--- config.mk ---
export PLATFORM = sky130hd
export DESIGN_NAME = gp5_top
export DESIGN_NICKNAME = d
export VERILOG_FILES = /design/src/gp5_pkg.sv /design/src/gp5_pin_if.sv /design/src/gp5_top.sv /design/src/gp5_sync.sv /design/src/gp5_pin_ctrl.sv
export VERILOG_INCLUDE_DIRS = /design/src
export SDC_FILE = /design/constraint.sdc
export NUM_CORES = 1
export LEC_CHECK = 0
export ABC_AREA = 1
export BUFFER_PORTS_ARGS = -buffer_cell sky130_fd_sc_hd__buf_2
export CAP_MARGIN = 40
export CORE_MARGIN = 3
export CORE_UTILIZATION = 40
export DETAILED_ROUTE_END_ITERATION = 6
export PLACE_DENSITY = 0.66
export SLEW_MARGIN = 20
export SYNTH_ARGS = -nofsm -noshare
export SYNTH_HDL_FRONTEND = slang
export SYNTH_SLANG_ARGS = --single-unit
--- constraint.sdc ---
create_clock -name pclk -period 1.05 [get_ports pclk]
set_input_delay 0.21 -clock pclk [delete_from_list [all_inputs] [get_ports pclk]]
set_output_delay 0.21 -clock pclk [all_outputs]
set_load 0.01 [all_outputs]
--- src/gp5_consts.svh ---
`ifndef GP5_CONSTS_SVH
`define GP5_CONSTS_SVH

`define GP5_NUM_PINS 6
`define GP5_IDX_W 10
// Register indices; byte address is four times the index
`define GP5_IDX_PIN0 10'h03f
`define GP5_IDX_PIN1 10'h040
`define GP5_IDX_PIN2 10'h041
`define GP5_IDX_PIN3 10'h042
`define GP5_IDX_PIN4 10'h043
`define GP5_IDX_PIN5 10'h044

`define GP5_BIT_DIR 0
`define GP5_BIT_POL 1
`define GP5_FUNC_LSB 2
`define GP5_FUNC_MSB 3
`define GP5_BIT_ODRAIN 7
`define GP5_FUNC_GPIO 2'h0
`define GP5_FUNC_IRQ 2'h2

`define GP5_CTRL_RESET 8'h01
`define GP5_CTRL_KEEP 8'h8f

`endif

--- src/gp5_pkg.sv ---
`include "gp5_consts.svh"

package gp5_pkg;

  typedef logic [7:0] gp5_ctrl_type;

  typedef struct packed {
    gp5_ctrl_type [`GP5_NUM_PINS-1:0] ctrl;
    logic [31:0]                      prdata;
    logic                             pslverr;
  } gp5_apb_state_type;

  typedef struct packed {
    logic irq;
    logic pin_out;
    logic pin_oe_n;
    logic in_value;
  } gp5_pin_state_type;

endpackage : gp5_pkg

--- src/gp5_pin_if.sv ---
interface gp5_pin_if;
  import gp5_pkg::*;

  gp5_ctrl_type ctrl;
  logic         pin_level;
  logic         out_data;
  logic         in_value;
  logic         irq;
  logic         pin_out;
  logic         pin_oe_n;

  modport owner (
    output ctrl,
    output pin_level,
    output out_data,
    input  in_value,
    input  irq,
    input  pin_out,
    input  pin_oe_n
  );

  modport pin (
    input  ctrl,
    input  pin_level,
    input  out_data,
    output in_value,
    output irq,
    output pin_out,
    output pin_oe_n
  );
endinterface : gp5_pin_if

--- src/gp5_top.sv ---
// Decided for this implementation: register access over APB.
`include "gp5_consts.svh"

module gp5_top
  import gp5_pkg::*;
#(
  parameter int ADDR_W = 12
) (
  input  wire logic                     pclk,
  input  wire logic                     presetn,
  input  wire logic                     psel,
  input  wire logic                     penable,
  input  wire logic                     pwrite,
  input  wire logic [ADDR_W-1:0]        paddr,
  input  wire logic [31:0]              pwdata,
  input  wire logic [3:0]               pstrb,
  output logic      [31:0]              prdata,
  output logic                          pready,
  output logic                          pslverr,
  input  wire logic [`GP5_NUM_PINS-1:0] pin_in,
  output logic      [`GP5_NUM_PINS-1:0] pin_out,
  output logic      [`GP5_NUM_PINS-1:0] pin_oe_n,
  input  wire logic [`GP5_NUM_PINS-1:0] gpio_out_data,
  output logic      [`GP5_NUM_PINS-1:0] gpio_in_data,
  output logic                          irq3_req,
  output logic                          irq4_req,
  output logic                          irq5_req,
  output logic                          irq7_req,
  output logic                          irq9_req,
  output logic                          irq10_req
);
  localparam int NPINS = `GP5_NUM_PINS;

  localparam logic [`GP5_IDX_W-1:0] PIN_IDX [NPINS] = '{
    `GP5_IDX_PIN0,
    `GP5_IDX_PIN1,
    `GP5_IDX_PIN2,
    `GP5_IDX_PIN3,
    `GP5_IDX_PIN4,
    `GP5_IDX_PIN5
  };

  gp5_apb_state_type   state_reg;
  gp5_apb_state_type   state_next;
  logic [ADDR_W-3:0]   word_idx;
  logic                aligned;
  logic                hit;
  logic [NPINS-1:0]    sel;
  logic [7:0]          rd_byte;
  logic                setup_phase;
  logic                access_phase;
  logic                wr_take;
  logic [NPINS-1:0]    pin_sync;
  logic [NPINS-1:0]    irq_req;

  assign setup_phase  = psel && !penable;
  assign access_phase = psel && penable;
  // Zero wait states; the lower byte lane carries the whole register
  assign wr_take      = access_phase && pwrite && pstrb[0];

  always_comb begin
    word_idx = paddr[ADDR_W-1:2];
    aligned  = paddr[1:0] == 2'h0;
    hit      = 1'b0;
    sel      = '0;
    rd_byte  = 8'h00;
    for (int i = 0; i < NPINS; i++) begin
      if (aligned && word_idx == (ADDR_W-2)'(PIN_IDX[i])) begin
        hit     = 1'b1;
        sel[i]  = 1'b1;
        rd_byte = state_reg.ctrl[i];
      end
    end
  end

  always_comb begin
    state_next = state_reg;
    // Read data is captured in setup so prdata comes from a flop
    if (setup_phase) begin
      state_next.prdata  = {24'h000000, rd_byte};
      state_next.pslverr = !hit;
    end
    for (int i = 0; i < NPINS; i++) begin
      if (wr_take && sel[i]) begin
        state_next.ctrl[i] = pwdata[7:0] & `GP5_CTRL_KEEP;
      end
    end
  end

  always_ff @(posedge pclk or negedge presetn) begin
    if (!presetn) begin
      state_reg.ctrl    <= {NPINS{`GP5_CTRL_RESET}};
      state_reg.prdata  <= 32'h00000000;
      state_reg.pslverr <= 1'b0;
    end else begin
      state_reg <= state_next;
    end
  end

  assign prdata  = state_reg.prdata;
  assign pslverr = state_reg.pslverr;
  assign pready  = 1'b1;

  // Pins are asynchronous to pclk
  gp5_sync #(
    .WIDTH (NPINS)
  ) u_sync (
    .pclk     (pclk),
    .presetn  (presetn),
    .async_in (pin_in),
    .sync_out (pin_sync)
  );

  gp5_pin_if pin_bus [NPINS] ();

  for (genvar g = 0; g < NPINS; g++) begin : g_pin
    assign pin_bus[g].ctrl      = state_reg.ctrl[g];
    assign pin_bus[g].pin_level = pin_sync[g];
    assign pin_bus[g].out_data  = gpio_out_data[g];
    assign gpio_in_data[g]      = pin_bus[g].in_value;
    assign irq_req[g]           = pin_bus[g].irq;
    assign pin_out[g]           = pin_bus[g].pin_out;
    assign pin_oe_n[g]          = pin_bus[g].pin_oe_n;

    gp5_pin_ctrl u_pin (
      .pclk    (pclk),
      .presetn (presetn),
      .bus     (pin_bus[g].pin)
    );
  end

  assign irq3_req  = irq_req[0];
  assign irq4_req  = irq_req[1];
  assign irq5_req  = irq_req[2];
  assign irq7_req  = irq_req[3];
  assign irq9_req  = irq_req[4];
  assign irq10_req = irq_req[5];

  for (genvar g = 0; g < NPINS; g++) begin : g_chk

  end
endmodule : gp5_top

--- src/gp5_sync.sv ---
module gp5_sync #(
  parameter int WIDTH = 1
) (
  input  wire logic             pclk,
  input  wire logic             presetn,
  input  wire logic [WIDTH-1:0] async_in,
  output logic      [WIDTH-1:0] sync_out
);
  typedef struct packed {
    logic [WIDTH-1:0] stage1;
    logic [WIDTH-1:0] stage2;
  } gp5_sync_state_type;

  gp5_sync_state_type state_reg;
  gp5_sync_state_type state_next;

  // First stage feeds only the second stage
  always_comb begin
    state_next.stage1 = async_in;
    state_next.stage2 = state_reg.stage1;
  end

  always_ff @(posedge pclk or negedge presetn) begin
    if (!presetn) begin
      state_reg <= '0;
    end else begin
      state_reg <= state_next;
    end
  end

  assign sync_out = state_reg.stage2;
endmodule : gp5_sync

--- src/gp5_pin_ctrl.sv ---
`include "gp5_consts.svh"

module gp5_pin_ctrl
  import gp5_pkg::*;
(
  input  wire logic pclk,
  input  wire logic presetn,
  gp5_pin_if.pin    bus
);
  gp5_pin_state_type state_reg;
  gp5_pin_state_type state_next;
  logic              is_input;
  logic              is_irq;
  logic              level;
  logic              drive;

  always_comb begin
    is_input = bus.ctrl[`GP5_BIT_DIR];
    // function decode; reserved codes act as plain mode
    is_irq = bus.ctrl[`GP5_FUNC_MSB:`GP5_FUNC_LSB] == `GP5_FUNC_IRQ;
    level = bus.pin_level ^ bus.ctrl[`GP5_BIT_POL];
    drive = bus.out_data ^ bus.ctrl[`GP5_BIT_POL];
    state_next          = state_reg;
    state_next.in_value = level;
    state_next.irq      = is_irq & level;
    if (is_input) begin
      state_next.pin_out  = 1'b0;
      state_next.pin_oe_n = 1'b1;
    end else if (bus.ctrl[`GP5_BIT_ODRAIN]) begin
      state_next.pin_out  = 1'b0;
      state_next.pin_oe_n = drive;
    end else begin
      state_next.pin_out  = drive;
      state_next.pin_oe_n = 1'b0;
    end
  end

  always_ff @(posedge pclk or negedge presetn) begin
    if (!presetn) begin
      state_reg <= '{irq: 1'b0, pin_out: 1'b0, pin_oe_n: 1'b1, in_value: 1'b0};
    end else begin
      state_reg <= state_next;
    end
  end

  assign bus.in_value = state_reg.in_value;
  assign bus.irq      = state_reg.irq;
  assign bus.pin_out  = state_reg.pin_out;
  assign bus.pin_oe_n = state_reg.pin_oe_n;
endmodule : gp5_pin_ctrl

---- Word level (Yosys, flattened, before mapping) ----
Cells that the tools add are included.
W data, S select, Z words.
word-level totals
  flip-flop bits (word level) ............. 75
  input bits .............................. 65
  output and inout bits ................... 58
  logic and storage cells ................. 112
cells by class
  equality and inequality tests ........... 12
  muxes and demuxes ....................... 29
  bitwise logic cells ..................... 18
  reductions and logical operators ........ 19
operator list
  kind                   number
  $eq A10 B7 Y1 const B  5
  $mux W8                6
  $mux W2                12
  $logic_and A1 B1 Y1    16
  $eq A2 B2 Y1 const B   6
  $xor A1 B1 Y1          12
  $mux W1                11
  $eq A10 B6 Y1 const B  1
  $and A1 B1 Y1          6
  $logic_not A1 Y1       2
  $logic_not A2 Y1       1

---- Longest topological paths before layout ----
Gate-level depths: netlist of run 1.
  depth in word-level cells ............... 9
  gate-level depth with buffers ........... 11
  mapped depth without buffers ............ 10

---- By module ----
A second synthesis of run 1 with hierarchy kept.
second synthesis, totals
  cells, all modules ...................... 440
  area, all modules ....................... 3588.4 um^2
modules (own cells, without submodules)
  module        instances  cells an instance  area an instance (um^2)
  gp5_top       1          296                2252.2
  gp5_pin_ctrl  6          22                 172.7
  gp5_sync      1          12                 300.3

---- Worst setup path before layout of run 1 ----
No wires, ideal clock.
  kind .................................... input to register
  start ................................... input paddr[10]
  end ..................................... register, netlist name prdata[1]
  setup time .............................. 0.116 ns
  data arrival time ....................... 1.013 ns
  required time ........................... 0.934 ns
  setup slack ............................. -0.080 ns
  stages on the path ...................... 9
  path buffers ............................ 1
  cell sequence ........................... inv_2 -> nand2_4 -> nor3_4 -> nand2_2 -> buf_6 -> o21ai_1 -> inv_1 -> nand2_1 -> nand2_1
on the way
  word-level cells in the longest chain between the ends .. 8
  elaborated cells on any way between the ends .. 18
  those cells by class .................... eq/ne (6); mux (6); reduce/logical (6)
ends and longest elaborated chain
  item                   RTL line       text
  start, declared        gp5_top.sv:14  input wire logic [ADDR_W-1:0] paddr,
  $eq A10 B6 Y1          gp5_top.sv:68  if (aligned && word_idx == (ADDR_W-2)'(PIN_IDX[i])) begin
  $logic_and A1 B1 Y1    gp5_top.sv:68
  $mux W8 (5 in series)  gp5_top.sv:68
  $mux W8 (*)            gp5_top.sv:68
Mark *: on every way between the ends. The rest lies on a longest branch, timed or not.
A chain may end at the register's enable or synchronous reset.

---- Worst setup path in the final report of run 1 ----
  start ................................... register g_pin[0].u_pin.state_reg (netlist bit g_pin[0].u_pin.bus.pin_oe_n)
  end ..................................... output pin_oe_n[0]
RTL lines
  item                    RTL line            text
  start, declared         gp5_pin_ctrl.sv:10  gp5_pin_state_type state_reg;
  start signal, assigned  gp5_pin_ctrl.sv:40  state_reg <= '{irq: 1'b0, pin_out: 1'b0, pin_oe_n: 1'b1, in_value: 1'b0};
  start signal, assigned  gp5_pin_ctrl.sv:42  state_reg <= state_next;
  end, declared           gp5_top.sv:22       output logic [`GP5_NUM_PINS-1:0] pin_oe_n,
No word-level cell between the ends.

==> out/qor.csv, run 1 <==
metric,value,unit
run status,"complete, but fails checks",
violated checks,setup timing,
floorplan die width,100,µm
Post-synth top cells,"nand2_1, dfrtp_1, buf_4",
worst endpoint data arrival time,0.98,ns
total global-route track usage,15.7,%
wire length of the first global-routing pass,12400,µm
detail-routed net length per standard cell,13.4,µm
source-to-sink clock delay at the later pin of the worst-skew pair,0.36,ns
initial antenna violation count,0,
Clock Tree Buf Depth,2,
Critical path buffers and inverters,1,
synthesis warning total,0,
"synthesized-area fraction occupied by ao, oa, aoi and oai cells",6.25,%
stages on the worst setup path,1,
Diodes inserted,0,
nets,541,
Finished Cell Area,4610,µm²
worst hold-check slack,0.131,ns
cts bufs inserted,9,
Detailed Routing Iterations Pass 1,4,
"Data required, critical path",0.84,ns
clock tree root buffer cell,clkbuf_8,
vias per std cell,4.59,
number of max-slew violations in the final report,0,
sequential fraction of the synthesis area,51.0,%
CP Launch Point,g_pin[0].u_pin.bus.pin_oe_n,
worst reg2reg endpoint,prdata[0],
Hold Path Depth,3,
number of unique standard cell types used by synthesis,27,
initial cell density of the core,42.3,%
number of primary I/O pins,123,
CP Capture Type,output port,
element type at the critical path start,flop,
count of flip-flops with a built-in enable after synthesis,0,
clk sinks,72,
WS Path Type,flop to output port,
Syn Std Cell Area,3560,µm²
Detail Route Antenna Nets,0,
critical path's top delay family,flip-flops,
"Avg Cell Area, Syn",9.33,µm²
cell-by-cell trace of the critical path,buf_6,
share of Yosys cell area claimed by the top area cell type,42.1,%
register-to-register setup slack,0.03,ns
fraction of the cycle the final worst path needs,114,%
worst-path cell with the longest stage delay,dfstp_2,
share of final-layout standard cells stronger than drive strength 1,42.2,%
RSZ-0062 raised after global routing,true,
most frequently used cell type in the post-synthesis netlist,nand2_1,
power per unit of standard cell area,1310,nW/µm²
multiplexer fraction of the synthesized cell area,0,%
max-cap check violation count,0,
half-perimeter wire length after detailed placement,5610,µm
via count of the first global-routing pass,2620,
xor/xnor cell area share of the yosys netlist,2.95,%
largest clock skew in the final design,0.00763,ns
Leakage Power,2.33,nW
Worst Slack Setup Final,-0.145,ns
Reg2Reg Launch Point,pin_bus[0].ctrl[0],
peak ir drop on the vdd network,0.762,mV
cells taking the most area after synthesis,"dfrtp_1, buf_4, dfstp_2",
cell count after synthesis,382,
Worst setup endpoint,pin_oe_n[0],
async set or reset register ratio after synthesis,100,%
shortest clock period the worst path allows after layout,1.19,ns
Yosys top cell by area,dfrtp_1,
Worst Min Path Start,gpio_out_data[2],
weighted congestion at the end of routability-driven global placement,0.831,
"share of synthesized cell area in and, or, nand and nor gates",25.1,%
pin count of the biggest net entering global routing,40,
dpl ws,-0.285,ns
post-CTS clock slew at the launch and capture registers of the worst setup and hold paths,0.08,ns
largest family of logic cells by synthesized area,simple AND/OR/NAND/NOR gates,
clock tree from TritonCTS,yes,
top achievable clock speed,837,MHz
height of the die,100,µm
R2R depth,6,
total wirelength of the detailed-routed design,7840,µm
site row count,33,
number of DRC markers after the initial detailed-route iteration,122,
top fanout value on the critical path,1,
DR DRC count,0,
via count,2690,
core area,8420,µm²
Die Footprint,10100,µm²
synth-to-layout area growth,29.4,%
Post-Synth Adder-Cell Area,0,%
final count of hold timing violations,0,
Port Buffers,64,
"Core Util, Final",54.7,%
highest cell delay on the worst timing path,0.53,ns
Area after DPL,4010,µm²
deepest level of the CTS H-tree,3,
Hold Path Class,input port to flop,
most used flip-flop cell after synthesis,dfrtp_1,
final setup vio count,30,
total gr overflow,0,
flip-flop and latch count after synthesis,72,
overall power consumption,6.03,mW
==> state kept, by name, indices dropped and copies added, names as in the netlist <==
signal                    cells
pin_bus.ctrl                 30
g_pin.u_pin.bus.in_value      6
g_pin.u_pin.bus.irq           6
g_pin.u_pin.bus.pin_oe_n      6
g_pin.u_pin.bus.pin_out       6
u_sync.state_next             6
u_sync.sync_out               6
prdata                        5
pslverr                       1
==> power by group <==
part	switching (mW)	internal, mW
combinational	0.330	0.199
clock	1.08	1.58
sequential	0.0161	2.83
total	1.43	4.60
==> final cells by class <==
class / instances / area (µm²)
Fill cell: 767 / 3810
Inverter: 36 / 150
Clock buffer: 9 / 124
Tap cell: 105 / 131
Multi-Input combinational cell: 253 / 1510
Timing Repair Buffer: 104 / 756
Sequential cell: 72 / 1820
Clock inverter: 7 / 120
==> routing by layer <==
metal | share of wire (%) | GRT usage (%)
met3 | 4.7 | 4.03
met2 | 52 | 27.6
met4 | 1.7 | 5.70
met1 | 41 | 18.5
met5 | 0 | 0
==> logic make-up after synthesis <==
| logic type | count (synthesis) |
|---|---|
| AND/OR/NAND/NOR | 169 |
| flip-flops | 72 |
| other | 2 |
| AO/OA/AOI/OAI | 42 |
| XOR/XNOR | 12 |
| buffers and inverters | 85 |
==> stage by stage <==
step / instances / setup TNS (ns)
after detailed placement: 553 / -7.47
after floorplan: 408 / -0.278
after global routing: 586 / -2.55
after global placement: 553 / -6.70
final: 586 / -1.19
after CTS: 577 / -1.73
==> placed cells by master (no fill, tap or decap), types with 7 or more instances in the layout <==
cell,count
buf_2,54
buf_4,30
buf_6,8
clkbuf_8,9
conb_1,28
dfrtp_1,58
dfstp_2,12
dlygate4sd3_1,7
inv_1,25
inv_2,7
nand2_1,70
nand2_2,11
nand3_1,11
nand3_2,14
nor2_1,23
nor2_2,10
nor2_4,8
o21ai_0,13
o21ai_1,19
==> how the worst min path moves through the flow <==
stage                                             end
after detailed placement           u_sync.sync_out[4]
final                     g_pin[2].u_pin.bus.pin_oe_n
after global routing      g_pin[0].u_pin.bus.pin_oe_n
after CTS                 g_pin[2].u_pin.bus.pin_oe_n
after floorplan           g_pin[0].u_pin.bus.in_value
after global placement             u_sync.sync_out[4]
==> tightest hold or removal path, cell delays in order <==
cell and delay (ns):
buf_2 0.08, xnor2_1 0.12, o21bai_1 0.06
==> timing repair <==
action,in CTS,in global routing
setup endpoints to repair,30,36
cloned,0,3
hold buffers,7,0
endpoints found under the hold margin,66,0
resized for setup,6,42
pin swaps,0,33
buffers inserted,1,6
Note: power is estimated with default switching activity, not from simulation.
==> inputs of run 2 (changes only) <==
--- a/config.mk
+++ b/config.mk
@@ -12,7 +12,7 @@
 export CORE_MARGIN = 3
 export CORE_UTILIZATION = 40
 export DETAILED_ROUTE_END_ITERATION = 6
-export PLACE_DENSITY = 0.66
+export PLACE_DENSITY = 0.65
 export SLEW_MARGIN = 20
 export SYNTH_ARGS = -nofsm -noshare
 export SYNTH_HDL_FRONTEND = slang
==> out/qor.csv, run 2 (synthesis gave the netlist of run 1 again) <==
metric,value,unit,change
run status,"complete, but fails checks",,
violated checks,setup timing,,
Area after DPL,3940,µm²,-1.6%
largest register by flop count,pin_bus.ctrl,,
source-to-sink clock delay at the later pin of the worst-skew pair,0.36,ns,about the same
peak ir drop on the vdd network,0.712,mV,-6.6%
Worst Slack Setup Final,-0.141,ns,+0.00339 ns
R2R depth,6,,unchanged
total wirelength of the detailed-routed design,7520,µm,-4.2%
deepest level of the CTS H-tree,3,,unchanged
number of DRC markers after the initial detailed-route iteration,57,,-53%
half-perimeter wire length after detailed placement,5430,µm,-3.3%
worst-path cell with the longest stage delay,dfstp_2,,
register-to-register setup slack,0.01,ns,-0.02 ns
Clock Tree Buf Depth,2,,unchanged
fraction of power spent switching nets,25.8,%,+2.1 points
overall power consumption,5.26,mW,-13%
clock tree root buffer cell,clkbuf_8,,
pin count of the biggest net entering global routing,73,,+83%
number of max-slew violations in the final report,0,,unchanged
total global-route track usage,15.4,%,-0.31 points
final sum of negative setup slack,-1.21,ns,-0.0171 ns
critical path's top delay family,flip-flops,,
met1 routing resource usage after global routing,19.7,%,+1.2 points
detail-routed net length per standard cell,13.0,µm,-3.2%
initial antenna violation count,0,,unchanged
stages on the worst setup path,1,,unchanged
top achievable clock speed,839,MHz,+0.28%
met2 global-route usage,24.0,%,-3.6 points
dpl ws,-0.312,ns,-0.0271 ns
Worst setup endpoint,pin_oe_n[3],,
wire length of the first global-routing pass,11800,µm,-4.6%
worst hold-check slack,0.137,ns,+0.00568 ns
Detailed Routing Iterations Pass 1,4,,unchanged
Critical path buffers and inverters,1,,unchanged
"Data required, critical path",0.84,ns,about the same
highest cell delay on the worst timing path,0.53,ns,about the same
internal portion of total power,3.90,mW,-15%
Reg2Reg Launch Point,pin_bus[1].ctrl[1],,
most common library cell in the layout ignoring fill and taps,nand2_1,,
Finished Layout Cells,580,,-1.0%
sequential share of power,54.1,%,+7.0 points
largest clock skew in the final design,0.00768,ns,+0.0000419 ns
initial cell density of the core,42.3,%,unchanged
total gr overflow,0,,unchanged
worst reg2reg endpoint,prdata[1],,
P_sw,1.36,mW,-5.0%
final setup vio count,28,,-6.7%
element type at the critical path start,flop,,
cell-by-cell trace of the critical path,buf_6,,
RSZ-0062 raised after global routing,true,,
height of the die,100,µm,unchanged
shortest clock period the worst path allows after layout,1.19,ns,-0.00339 ns
nets,535,,-1.1%
fraction of the cycle the final worst path needs,113,%,-0.32 points
post-CTS clock slew at the launch and capture registers of the worst setup and hold paths,0.08,ns,about the same
synth-to-layout area growth,23.5,%,
via count of the first global-routing pass,2465,,-5.9%
weighted congestion at the end of routability-driven global placement,0.904,,+8.7%
WS Path Type,flop to output port,,
Finished Cell Area,4400,µm²,-4.6%
most used routing layer in global routing,met2,,
max-cap check violation count,0,,unchanged
Port Buffers,64,,unchanged
core area,8420,µm²,unchanged
top fanout value on the critical path,1,,unchanged
vias per std cell,4.51,,-1.7%
Inst Count DP,546,,-1.3%
Diodes inserted,0,,unchanged
final count of hold timing violations,0,,unchanged
Leakage Power,2.27,nW,-2.8%
floorplan die width,100,µm,unchanged
Gate power share,9.3,%,+0.5 points
"leading cell types in the layout, fill and taps excluded","nand2_1, dfrtp_1, buf_2",,
proportion of power drawn by the clock network,36.6,%,-7.6 points
Hold Path Class,input port to flop,,
Largest register FFs,30,,unchanged
CP Launch Point,g_pin[3].u_pin.bus.pin_oe_n,,
number of primary I/O pins,123,,unchanged
CP Capture Type,output port,,
"Core Util, Final",52.2,%,-2.5 points
clk sinks,72,,unchanged
via count,2616,,-2.8%
worst endpoint data arrival time,0.98,ns,about the same
clock tree from TritonCTS,yes,,
site row count,33,,unchanged
DR DRC count,0,,unchanged
Detail Route Antenna Nets,0,,unchanged
Die Footprint,10100,µm²,unchanged
cts bufs inserted,9,,unchanged
power per unit of standard cell area,1200,nW/µm²,-8.7%
GRT met3 Usage,4.38,%,+0.35 points
share of final-layout standard cells stronger than drive strength 1,38.3,%,-3.9 points
[run 2: cell types whose count changed in the layout (fill, tap and decap cells not counted), moves of 4 or more]
cell	before	now
nand3_2	14	8
nand2_1	70	74
buf_4	30	24
nand2_2	11	7
nand3_1	11	19
[run 2: worst min-delay path, cell delays in order]
cell and delay, ns:
buf_2 0.08, xnor2_1 0.12, o21bai_1 0.07
[run 2: cell type report]
cell class                      count  area (µm²)
Tap cell                          105         131
Sequential cell                    72        1820
Multi-Input combinational cell    253        1460
Clock buffer                       10         138
Clock inverter                      6        35.0
Fill cell                         796        4020
Timing Repair Buffer               98         672
Inverter                           36         150
[run 2: repair_timing]
item                                   CTS  global route
gates resized for setup                  6            23
cloned                                   0             2
buffers inserted                         3             6
endpoints found under the hold margin   66             0
pin swaps                                0             7
hold buffers                             7             0
setup endpoints to repair               30            39
[run 2: power groups by stage]
stage / Combinational (mW) / Sequential [mW] / Clock (mW)
floorplan: 0.333 / 2.90 / 0
global placement: 0.453 / 2.90 / 0
detailed placement: 0.461 / 2.90 / 0
CTS: 0.482 / 2.84 / 1.99
global route: 0.545 / 2.85 / 2.11
finish: 0.490 / 2.84 / 1.92
[run 2: worst min-delay path by stage]
stage               depth (start not counted)             start                     endpoint
floorplan                                   0           presetn  g_pin[0].u_pin.bus.in_value
global placement                            2           presetn  g_pin[4].u_pin.bus.in_value
detailed placement                          2           presetn       g_pin[4].u_pin.bus.irq
CTS                                         3  gpio_out_data[1]  g_pin[1].u_pin.bus.pin_oe_n
global route                                3  gpio_out_data[1]  g_pin[1].u_pin.bus.pin_oe_n
finish                                      3  gpio_out_data[1]  g_pin[1].u_pin.bus.pin_oe_n
[run 2: layer usage]
metal  wire, µm  part of all wire [%]
met1       3150                    42
met2       3800                    51
met3        373                   5.0
met4        196                   2.6
met5          0                     0
